File: src/logic/tmf_pkg.sv
package tmf_pkg;

    // ----------------------------------------------------------------
    // sample layout
    // ----------------------------------------------------------------
    localparam int DATA_W = 8;
    localparam int ADDR_W = 16;
    localparam int SAMPLE_W = 28;
    localparam int F_DATA_LSB = 0;
    localparam int F_ADDR_LSB = 8;
    localparam int F_IRQ_N = 24;
    localparam int F_NMI_N = 25;
    localparam int F_FETCH = 26;
    localparam int F_RW = 27;

    // ----------------------------------------------------------------
    // register byte offsets
    // ----------------------------------------------------------------
    localparam logic [7:0] OFS_CTRL = 8'h00;
    localparam logic [7:0] OFS_STATUS = 8'h04;
    localparam logic [7:0] OFS_TRIG_VAL = 8'h08;
    localparam logic [7:0] OFS_TRIG_CARE = 8'h0c;
    localparam logic [7:0] OFS_QUAL_VAL = 8'h10;
    localparam logic [7:0] OFS_QUAL_CARE = 8'h14;
    localparam logic [7:0] OFS_DELAY = 8'h18;
    localparam logic [7:0] OFS_COUNT = 8'h1c;
    localparam logic [7:0] OFS_MEM_INDEX = 8'h20;
    localparam logic [7:0] OFS_MEM_DATA = 8'h24;
    localparam logic [7:0] OFS_INT_STAT = 8'h28;
    localparam logic [7:0] OFS_INT_CLR = 8'h2c;
    localparam logic [7:0] OFS_INT_EN = 8'h30;
    localparam logic [7:0] OFS_TRIG_LOC = 8'h34;

    // ----------------------------------------------------------------
    // control, status and interrupt bit positions
    // ----------------------------------------------------------------
    localparam int C_START = 0;
    localparam int C_QBLK_EN = 1;
    localparam int C_NEGATE = 2;
    localparam int C_BRACKET = 3;
    localparam int C_QCMD_USE = 4;
    localparam int S_RUN = 0;
    localparam int S_TRIG = 1;
    localparam int S_DONE = 2;
    localparam int S_WRAP = 3;
    localparam int INT_W = 3;
    localparam int I_TRIG = 0;
    localparam int I_DONE = 1;
    localparam int I_WRAP = 2;

    // ----------------------------------------------------------------
    // widths and reset values
    // ----------------------------------------------------------------
    localparam int CNT_W = 16;
    localparam logic [CNT_W-1:0] RST_DELAY = 16'h0008;

endpackage

File: src/logic/tmf_top.sv
// Overview of operation
// - negation inverts only the next event
// - negation only inside brackets, brackets automatic
// - interrupt fields active low, 1 means none
// - both interrupt fields 1 match no interrupt
// - negated no-interrupt clause fires on interrupt
// - block filter and command filter both exist
// - block filter defined once per run
// - block filter stores only matching cycles
// - fetch filter stores only fetch cycles
// - every stored sample keeps its fetch flag
// - store when block filter or command matches
// - filtering stores filtered only, delay ends run
//
// Design decisions made here: the register addresses and the AHB-Lite register port.
`timescale 1ns/1ps
module tmf_top #(
    parameter int DEPTH = 16
) (
    input wire logic core_clk,
    input wire logic sys_rst,
    input wire logic clk_en,
    input wire logic hsel,
    input wire logic [31:0] haddr,
    input wire logic [1:0] htrans,
    input wire logic hwrite,
    input wire logic [2:0] hsize,
    input wire logic [31:0] hwdata,
    input wire logic hready,
    output logic hreadyout,
    output logic hresp,
    output logic [31:0] hrdata,
    input wire logic [tmf_pkg::DATA_W-1:0] sut_data,
    input wire logic [tmf_pkg::ADDR_W-1:0] sut_addr,
    input wire logic sut_irq_n,
    input wire logic sut_nmi_n,
    input wire logic sut_fetch,
    input wire logic sut_rw,
    input wire logic later_event,
    input wire logic qual_cmd,
    output logic trig_out,
    output logic irq
);
    import tmf_pkg::*;

    localparam int IDX_W = $clog2(DEPTH);

    generate
        if (DEPTH < 2 || DEPTH > 256 || (DEPTH & (DEPTH - 1)) != 0) begin : g_chk
            $error("tmf_top: DEPTH must be a power of two, 2 to 256");
        end
    endgenerate

    // ----------------------------------------------------------------
    // state
    // ----------------------------------------------------------------
    typedef struct packed {
        logic [SAMPLE_W-1:0] sync1;
        logic [SAMPLE_W-1:0] sync2;
        logic run;
        logic trig;
        logic done;
        logic wrap;
        logic qblk_en;
        logic negate;
        logic bracket;
        logic qcmd_use;
        logic [SAMPLE_W-1:0] tval;
        logic [SAMPLE_W-1:0] tcare;
        logic [SAMPLE_W-1:0] qval;
        logic [SAMPLE_W-1:0] qcare;
        logic [CNT_W-1:0] delay;
        logic [CNT_W-1:0] dcnt;
        logic [CNT_W-1:0] stored;
        logic [IDX_W-1:0] wptr;
        logic [IDX_W-1:0] rd_idx;
        logic [IDX_W-1:0] trig_loc;
        logic [INT_W-1:0] int_stat;
        logic [INT_W-1:0] int_en;
        logic wr_pend;
        logic [7:0] wr_addr;
        logic [31:0] rdata;
        logic [DEPTH-1:0][SAMPLE_W-1:0] mem;
    } tmf_state_t;

    tmf_state_t st_q;
    tmf_state_t st_d;

    logic [SAMPLE_W-1:0] sample;
    logic trig_hit;
    logic qual_hit;
    logic neg_eff;
    logic first_ev;
    logic clause;
    logic filt_used;
    logic store_ok;
    logic acq;
    logic store;
    logic trig_now;
    logic done_now;
    logic wrap_now;
    logic [CNT_W-1:0] dcnt_nx;
    logic [INT_W-1:0] ev;
    logic [INT_W-1:0] clr;
    logic addr_ok;

    assign sample = st_q.sync2;

    // ----------------------------------------------------------------
    // pattern matchers
    // ----------------------------------------------------------------
    tmf_matcher u_trig_match (
        .value(st_q.tval),
        .care(st_q.tcare),
        .sample(sample),
        .hit(trig_hit)
    );

    tmf_matcher u_qual_match (
        .value(st_q.qval),
        .care(st_q.qcare),
        .sample(sample),
        .hit(qual_hit)
    );

    // ----------------------------------------------------------------
    // event clause and storage decision
    // ----------------------------------------------------------------
    assign neg_eff = st_q.negate & st_q.bracket;
    assign first_ev = neg_eff ? ~trig_hit : trig_hit;
    assign clause = first_ev | later_event;
    assign filt_used = st_q.qblk_en | st_q.qcmd_use;
    assign store_ok = filt_used ?
        ((st_q.qblk_en & qual_hit) | qual_cmd) : 1'b1;
    assign acq = st_q.run & ~st_q.done;
    assign store = acq & store_ok;
    assign trig_now = acq & ~st_q.trig & clause;
    assign dcnt_nx = (st_q.trig & store) ? st_q.dcnt + 1'b1 : st_q.dcnt;
    assign done_now = acq & (trig_now | st_q.trig) &
        (dcnt_nx == st_q.delay);
    assign wrap_now = store & (st_q.wptr == IDX_W'(DEPTH - 1));
    assign ev = {wrap_now, done_now, trig_now};
    assign addr_ok = hsel & htrans[1] & hready;

    // ----------------------------------------------------------------
    // next state
    // ----------------------------------------------------------------
    always_comb begin
        st_d = st_q;
        clr = '0;
        st_d.sync1 = {sut_rw, sut_fetch, sut_nmi_n, sut_irq_n,
            sut_addr, sut_data};
        st_d.sync2 = st_q.sync1;

        if (store) begin
            st_d.mem[st_q.wptr] = sample;
            st_d.wptr = st_q.wptr + 1'b1;
            if (st_q.stored != '1) begin
                st_d.stored = st_q.stored + 1'b1;
            end
        end
        if (wrap_now) begin
            st_d.wrap = 1'b1;
        end
        if (trig_now) begin
            st_d.trig = 1'b1;
            st_d.trig_loc = st_q.wptr;
        end
        st_d.dcnt = dcnt_nx;
        if (done_now) begin
            st_d.done = 1'b1;
            st_d.run = 1'b0;
        end

        // register write, data phase
        st_d.wr_pend = addr_ok & hwrite;
        st_d.wr_addr = haddr[7:0];
        if (st_q.wr_pend) begin
            if (st_q.wr_addr == OFS_CTRL) begin
                st_d.negate = hwdata[C_NEGATE];
                st_d.bracket = hwdata[C_BRACKET] | hwdata[C_NEGATE];
                st_d.qcmd_use = hwdata[C_QCMD_USE];
                if (!st_q.run) begin
                    st_d.qblk_en = hwdata[C_QBLK_EN];
                end
                if (hwdata[C_START]) begin
                    st_d.run = 1'b1;
                    st_d.trig = 1'b0;
                    st_d.done = 1'b0;
                    st_d.wrap = 1'b0;
                    st_d.wptr = '0;
                    st_d.dcnt = '0;
                    st_d.stored = '0;
                    st_d.trig_loc = '0;
                end
            end else if (st_q.wr_addr == OFS_TRIG_VAL) begin
                st_d.tval = hwdata[SAMPLE_W-1:0];
            end else if (st_q.wr_addr == OFS_TRIG_CARE) begin
                st_d.tcare = hwdata[SAMPLE_W-1:0];
            end else if (st_q.wr_addr == OFS_QUAL_VAL) begin
                if (!st_q.run) begin
                    st_d.qval = hwdata[SAMPLE_W-1:0];
                end
            end else if (st_q.wr_addr == OFS_QUAL_CARE) begin
                if (!st_q.run) begin
                    st_d.qcare = hwdata[SAMPLE_W-1:0];
                end
            end else if (st_q.wr_addr == OFS_DELAY) begin
                st_d.delay = hwdata[CNT_W-1:0];
            end else if (st_q.wr_addr == OFS_MEM_INDEX) begin
                st_d.rd_idx = hwdata[IDX_W-1:0];
            end else if (st_q.wr_addr == OFS_INT_CLR) begin
                clr = hwdata[INT_W-1:0];
            end else if (st_q.wr_addr == OFS_INT_EN) begin
                st_d.int_en = hwdata[INT_W-1:0];
            end
        end

        // sticky events, a set in the clearing cycle wins
        st_d.int_stat = (st_q.int_stat & ~clr) | ev;

        // register read, address phase
        st_d.rdata = '0;
        if (addr_ok && !hwrite) begin
            if (haddr[7:0] == OFS_CTRL) begin
                st_d.rdata[C_QBLK_EN] = st_q.qblk_en;
                st_d.rdata[C_NEGATE] = st_q.negate;
                st_d.rdata[C_BRACKET] = st_q.bracket;
                st_d.rdata[C_QCMD_USE] = st_q.qcmd_use;
            end else if (haddr[7:0] == OFS_STATUS) begin
                st_d.rdata[S_RUN] = st_q.run;
                st_d.rdata[S_TRIG] = st_q.trig;
                st_d.rdata[S_DONE] = st_q.done;
                st_d.rdata[S_WRAP] = st_q.wrap;
            end else if (haddr[7:0] == OFS_TRIG_VAL) begin
                st_d.rdata = 32'(st_q.tval);
            end else if (haddr[7:0] == OFS_TRIG_CARE) begin
                st_d.rdata = 32'(st_q.tcare);
            end else if (haddr[7:0] == OFS_QUAL_VAL) begin
                st_d.rdata = 32'(st_q.qval);
            end else if (haddr[7:0] == OFS_QUAL_CARE) begin
                st_d.rdata = 32'(st_q.qcare);
            end else if (haddr[7:0] == OFS_DELAY) begin
                st_d.rdata = 32'(st_q.delay);
            end else if (haddr[7:0] == OFS_COUNT) begin
                st_d.rdata = 32'(st_q.stored);
            end else if (haddr[7:0] == OFS_MEM_INDEX) begin
                st_d.rdata = 32'(st_q.rd_idx);
            end else if (haddr[7:0] == OFS_MEM_DATA) begin
                st_d.rdata = 32'(st_q.mem[st_q.rd_idx]);
                st_d.rd_idx = st_q.rd_idx + 1'b1;
            end else if (haddr[7:0] == OFS_INT_STAT) begin
                st_d.rdata = 32'(st_q.int_stat);
            end else if (haddr[7:0] == OFS_INT_EN) begin
                st_d.rdata = 32'(st_q.int_en);
            end else if (haddr[7:0] == OFS_TRIG_LOC) begin
                st_d.rdata = 32'(st_q.trig_loc);
            end
        end
    end

    // ----------------------------------------------------------------
    // state register
    // ----------------------------------------------------------------
    always_ff @(posedge core_clk) begin
        if (sys_rst) begin
            st_q <= '0;
            st_q.delay <= RST_DELAY;
        end else if (clk_en) begin
            st_q <= st_d;
        end
    end

    // ----------------------------------------------------------------
    // outputs
    // ----------------------------------------------------------------
    assign hreadyout = clk_en;
    assign hresp = 1'b0;
    assign hrdata = st_q.rdata;
    assign trig_out = st_q.trig;
    assign irq = |(st_q.int_stat & st_q.int_en);
endmodule

File: src/logic/tmf_matcher.sv
`timescale 1ns/1ps
module tmf_matcher (
    input wire logic [tmf_pkg::SAMPLE_W-1:0] value,
    input wire logic [tmf_pkg::SAMPLE_W-1:0] care,
    input wire logic [tmf_pkg::SAMPLE_W-1:0] sample,
    output logic hit
);
    import tmf_pkg::*;

    logic [SAMPLE_W-1:0] bit_ok;

    // ----------------------------------------------------------------
    // per-field compare, interrupt fields taken at pin level (low true)
    // ----------------------------------------------------------------
    genvar i;
    generate
        for (i = 0; i < SAMPLE_W; i++) begin : g_bit
            assign bit_ok[i] = ~care[i] | (value[i] == sample[i]);
        end
    endgenerate

    assign hit = &bit_ok;

endmodule

File: config.mk
export PLATFORM = sky130hd
export DESIGN_NAME = tmf_top
export DESIGN_NICKNAME = d
export VERILOG_FILES = /design/src/logic/tmf_pkg.sv /design/src/logic/tmf_top.sv /design/src/logic/tmf_matcher.sv
export SDC_FILE = /design/constraint.sdc
export NUM_CORES = 2
export LEC_CHECK = 0
export BUFFER_PORTS_ARGS = -buffer_cell sky130_fd_sc_hd__buf_4
export CAP_MARGIN = 20
export CORE_MARGIN = 2
export CORE_UTILIZATION = 56
export DETAILED_ROUTE_END_ITERATION = 6
export PLACE_DENSITY = 0.76
export SLEW_MARGIN = 20
export SYNTH_ARGS = -nofsm -noshare
export SYNTH_HDL_FRONTEND = slang
export SYNTH_SLANG_ARGS = --single-unit
File: constraint.sdc
create_clock -name core_clk -period 2.95 [get_ports core_clk]
set_clock_uncertainty 0.05 [all_clocks]
set_input_delay 0.295 -clock core_clk [delete_from_list [all_inputs] [get_ports core_clk]]
set_output_delay 0.295 -clock core_clk [all_outputs]
set_load 0.02 [all_outputs]
==> results.py <==
metrics = {
    "route": {
        "ant_nets": 0,
        "drt_pass1_iterations": 6,
        "wirelength_um": 117000,
        "drt_iter0_markers": 3913,
        "wl_per_cell_um": 25.6,
        "vias_per_cell": 6.45,
        "drc": 0,
        "vias": 29400,
    },
    "worst_hold_path": {
        "worstHoldPathType": "in -> reg",
        "holdPathStages": 2,
        "holdPathEnd": "st_q[524]$_SDFFE_PP0P_",
        "min_from": "sys_rst",
    },
    "setup_path": {
        "critPathCaptureType": "flip-flop",
        "cpMaxStageDelayCell": "or4_4",
        "slowest_delay_ns": 0.65,
        "reg2reg_from": "sample[12]$_SDFFE_PP0P_",
        "worst_setup_path_start_kind": "flip-flop",
        "r2r_end": "st_q[217]$_SDFFE_PP0P_",
        "crit_chain": "xor2_1, a22oi_2, nand4_2, or4_4, nand2_8, nand4_4, buf_6, nor2_8, buf_12, mux2i_1, nor2_1",
        "critPathMaxFanout": 10,
        "worstSetupPathType": "reg -> reg",
        "crit_required_ns": 3.43,
        "r2r_slack_ns": -0.14,
        "arrival_ns": 3.57,
        "r2r_cells": 11,
    },
    "pwr": {
        "max-vdd-ir-drop_v": 0.000488,
        "p_leak_nw": 14.3,
        "powerDensity_mw_per_mm2": 508,
    },
    "outcome": {
        "violations": "setup timing",
        "status": "finished, violations left",
    },
    "layout": {
        "synthToLayoutAreaGrowth_pct": 20.3,
        "fillers": 4107,
        "post-route-cell-area_mm2": 0.0402,
        "drive_above_1_share_pct": 18.6,
        "nets": 3839,
    },
    "synth": {
        "ys_types": 81,
        "synth.top_cell.area_share_pct": 43.5,
        "ys_seq_elements": 727,
        "yosysWarnings": 0,
        "yosysSeqAreaShare_pct": 43.5,
        "syn_area_mm2": 0.0334,
        "yosys.area.top_type": "dfxtp_1",
        "synth.avg_cell_area_um2": 9.35,
        "syn-instance-count": 3575,
        "netlist_top_cells_count": "727 x dfxtp_1, 542 x nor2_1, 529 x nand2_1, 450 x mux2i_1, 300 x a21oi_1",
        "synth-edff-count": 0,
        "yosysMostFrequentCell": "dfxtp_1",
        "synth_area_leaders": "dfxtp_1 44%, mux2i_1 13%, mux4_2 9.3%, nor2_1 6.1%, nand2_1 5.9%",
        "synth-main-ff-cell": "dfxtp_1",
        "async_flop_share_pct": 0,
    },
    "sta": {
        "slew-limit-headroom_pct": 47.4,
        "drv_slew": 0,
        "final.setup.tns_ns": -8.21,
        "rsz0062_at_grt": "true",
        "setup_ws_ns": -0.139,
        "hold_viol": 0,
        "tightest_slew_ns": 0.789,
        "post-route-min-period_ns": 3.09,
        "finalSetupViolations": 207,
        "fmax_mhz": 324,
        "finalCritPeriodShare_pct": 105,
    },
    "clock_tree": {
        "clkLatencyLatePin_ns": 0.65,
        "cts-root-buf": "clkbuf_16",
        "clk_pin_slew_ns": 0.07,
        "cts_num_sinks": 727,
        "htree_levels": 3,
        "cts_inserted_buffers": 76,
        "cts_tree": "yes",
        "clk_path_buf_depth": 3,
    },
    "placed_design": {
        "dp_hpwl_um": 66800,
        "io_buffers": 103,
        "placed_cell_area_mm2": 0.0355,
        "gp_congestion": 1.01,
    },
    "global_route": {
        "antenna_found_initial": 3,
        "grt.total_usage_pct": 33.7,
        "overflow": 0,
        "grt_max_degree": 98,
        "grt_pass1_vias": 27200,
        "grt_pass1_wl_um": 159000,
    },
    "floorplanning": {
        "initial_core_util_pct": 56.7,
        "pin_count": 141,
        "die_w_um": 248,
        "row_count": 89,
        "core_area_mm2": 0.0590,
        "fp.dieArea_mm2": 0.0617,
        "die_h_um": 248,
    },
    "flow_run": {
        "maxCapViolCount": 0,
    },
}
[per-layer routing]
metal	part of all wire (%)	global-route usage (%)	vias up
met5	0.027	0	-
met4	8.5	20.6	4
met3	11	7.67	612
met2	45	53.9	1998
met1	36	41.4	14100
li1	-	-	12700
[worst max-delay path, delay by kind of cell, from the launching register on]
family / cells / cell delay, ns
AOI/OAI and AO/OA: 1 / 0.19
xor gates and xnor gates: 1 / 0.13
buffers and inverters: 2 / 0.40
DFF: 1 / 0.48
muxes: 1 / 0.32
and+or+nand+nor: 6 / 1.40
[cell families after synthesis]
family          count (synthesis)  share of synthesized area (%)
compound gates                548                           9.81
xor+xnor                       82                           2.15
fa+ha+maj                       7                          0.262
buf+inv                       364                           5.44
flops                         727                           43.5
mux                           592                           22.9
other cells                     1                         0.0112
simple gates                 1254                           15.9
[flip-flops by register name, summed over array words and instances, names as in the netlist]
| register | flops |
|---|---|
| hrdata | 28 |
| st_q | 642 |
| trig_out | 1 |
| st_d | 28 |
| sample | 28 |
[what timing repair did]
action / 4_1_cts / 5_1_grt
setup buffers: 17 / 18
pin swaps: 3 / 17
hold buffers: 64 / 0
resized for setup: 23 / 76
hold endpoints to repair: 164 / 0
setup endpoints to repair: 151 / 393
cloned: 8 / 24
[per-stage QoR]
step	setup slack (ns)	hold slack [ns]	std cells	util, %	power, mW
2_1_floorplan	0.0569	0.369	3579	-	10.5
3_3_place_gp	-0.0333	0.389	4292	60.2	10.8
3_5_place_dp	-0.0737	0.395	4292	60.2	10.8
4_1_cts	-0.0137	0.00389	4516	66.4	20.4
5_1_grt	-0.177	0.0516	4559	68.1	20.8
6_report	-0.139	0.0267	4560	68.1	20.4
[cells in the final DEF, fill, tap and decap left out, types with 37 or more instances in the layout]
master,Yosys,layout
buf_4,42,236
dlygate4sd3_1,0,64
mux2i_1,450,429
mux4_2,138,138
xor2_1,76,73
a21oi_1,300,295
dfxtp_1,727,715
nand2_1,529,529
buf_12,2,61
nor2_1,542,538
a22oi_1,42,37
clkbuf_16,0,97
o21ai_0,73,73
[report_power, final]
part / leakage [nW] / internal (mW) / switching [mW]
combinational: 7.21 / 0.282 / 0.521
clock: 1.23 / 5.53 / 4.19
sequential: 5.87 / 9.86 / 0.0528
total: 14.3 / 15.7 / 4.76
[worst max-delay path by stage]
stage	depth (start not counted)	startpoint	end	slack, ns
after floorplan	9	st_q[499]$_SDFFE_PP0P_	hrdata[21]$_SDFFE_PP0P_	0.06
after global placement	11	sample[7]$_SDFFE_PP0P_	st_q[323]$_SDFFE_PP0P_	-0.03
after detailed placement	10	sample[7]$_SDFFE_PP0P_	st_q[65]$_SDFFE_PP0P_	-0.07
after CTS	12	sample[6]$_SDFFE_PP0P_	st_q[266]$_SDFFE_PP0P_	-0.01
after global routing	12	sample[17]$_SDFFE_PP0P_	st_q[32]$_SDFFE_PP0P_	-0.18
final	11	sample[12]$_SDFFE_PP0P_	st_q[217]$_SDFFE_PP0P_	-0.14
[layout make-up]
cell class	count	area [µm²]	share of cell area [%]
clock buffer	114	2230	5.53
inverter	19	71.3	0.177
sequential	727	14600	36.2
antenna	2	5.00	0.0124
tap	773	967	2.40
multi-input combinational	2488	17400	43.3
timing repair buffer	415	4690	11.7
clock inverter	22	279	0.694
(Power assumes the default switching activity.)
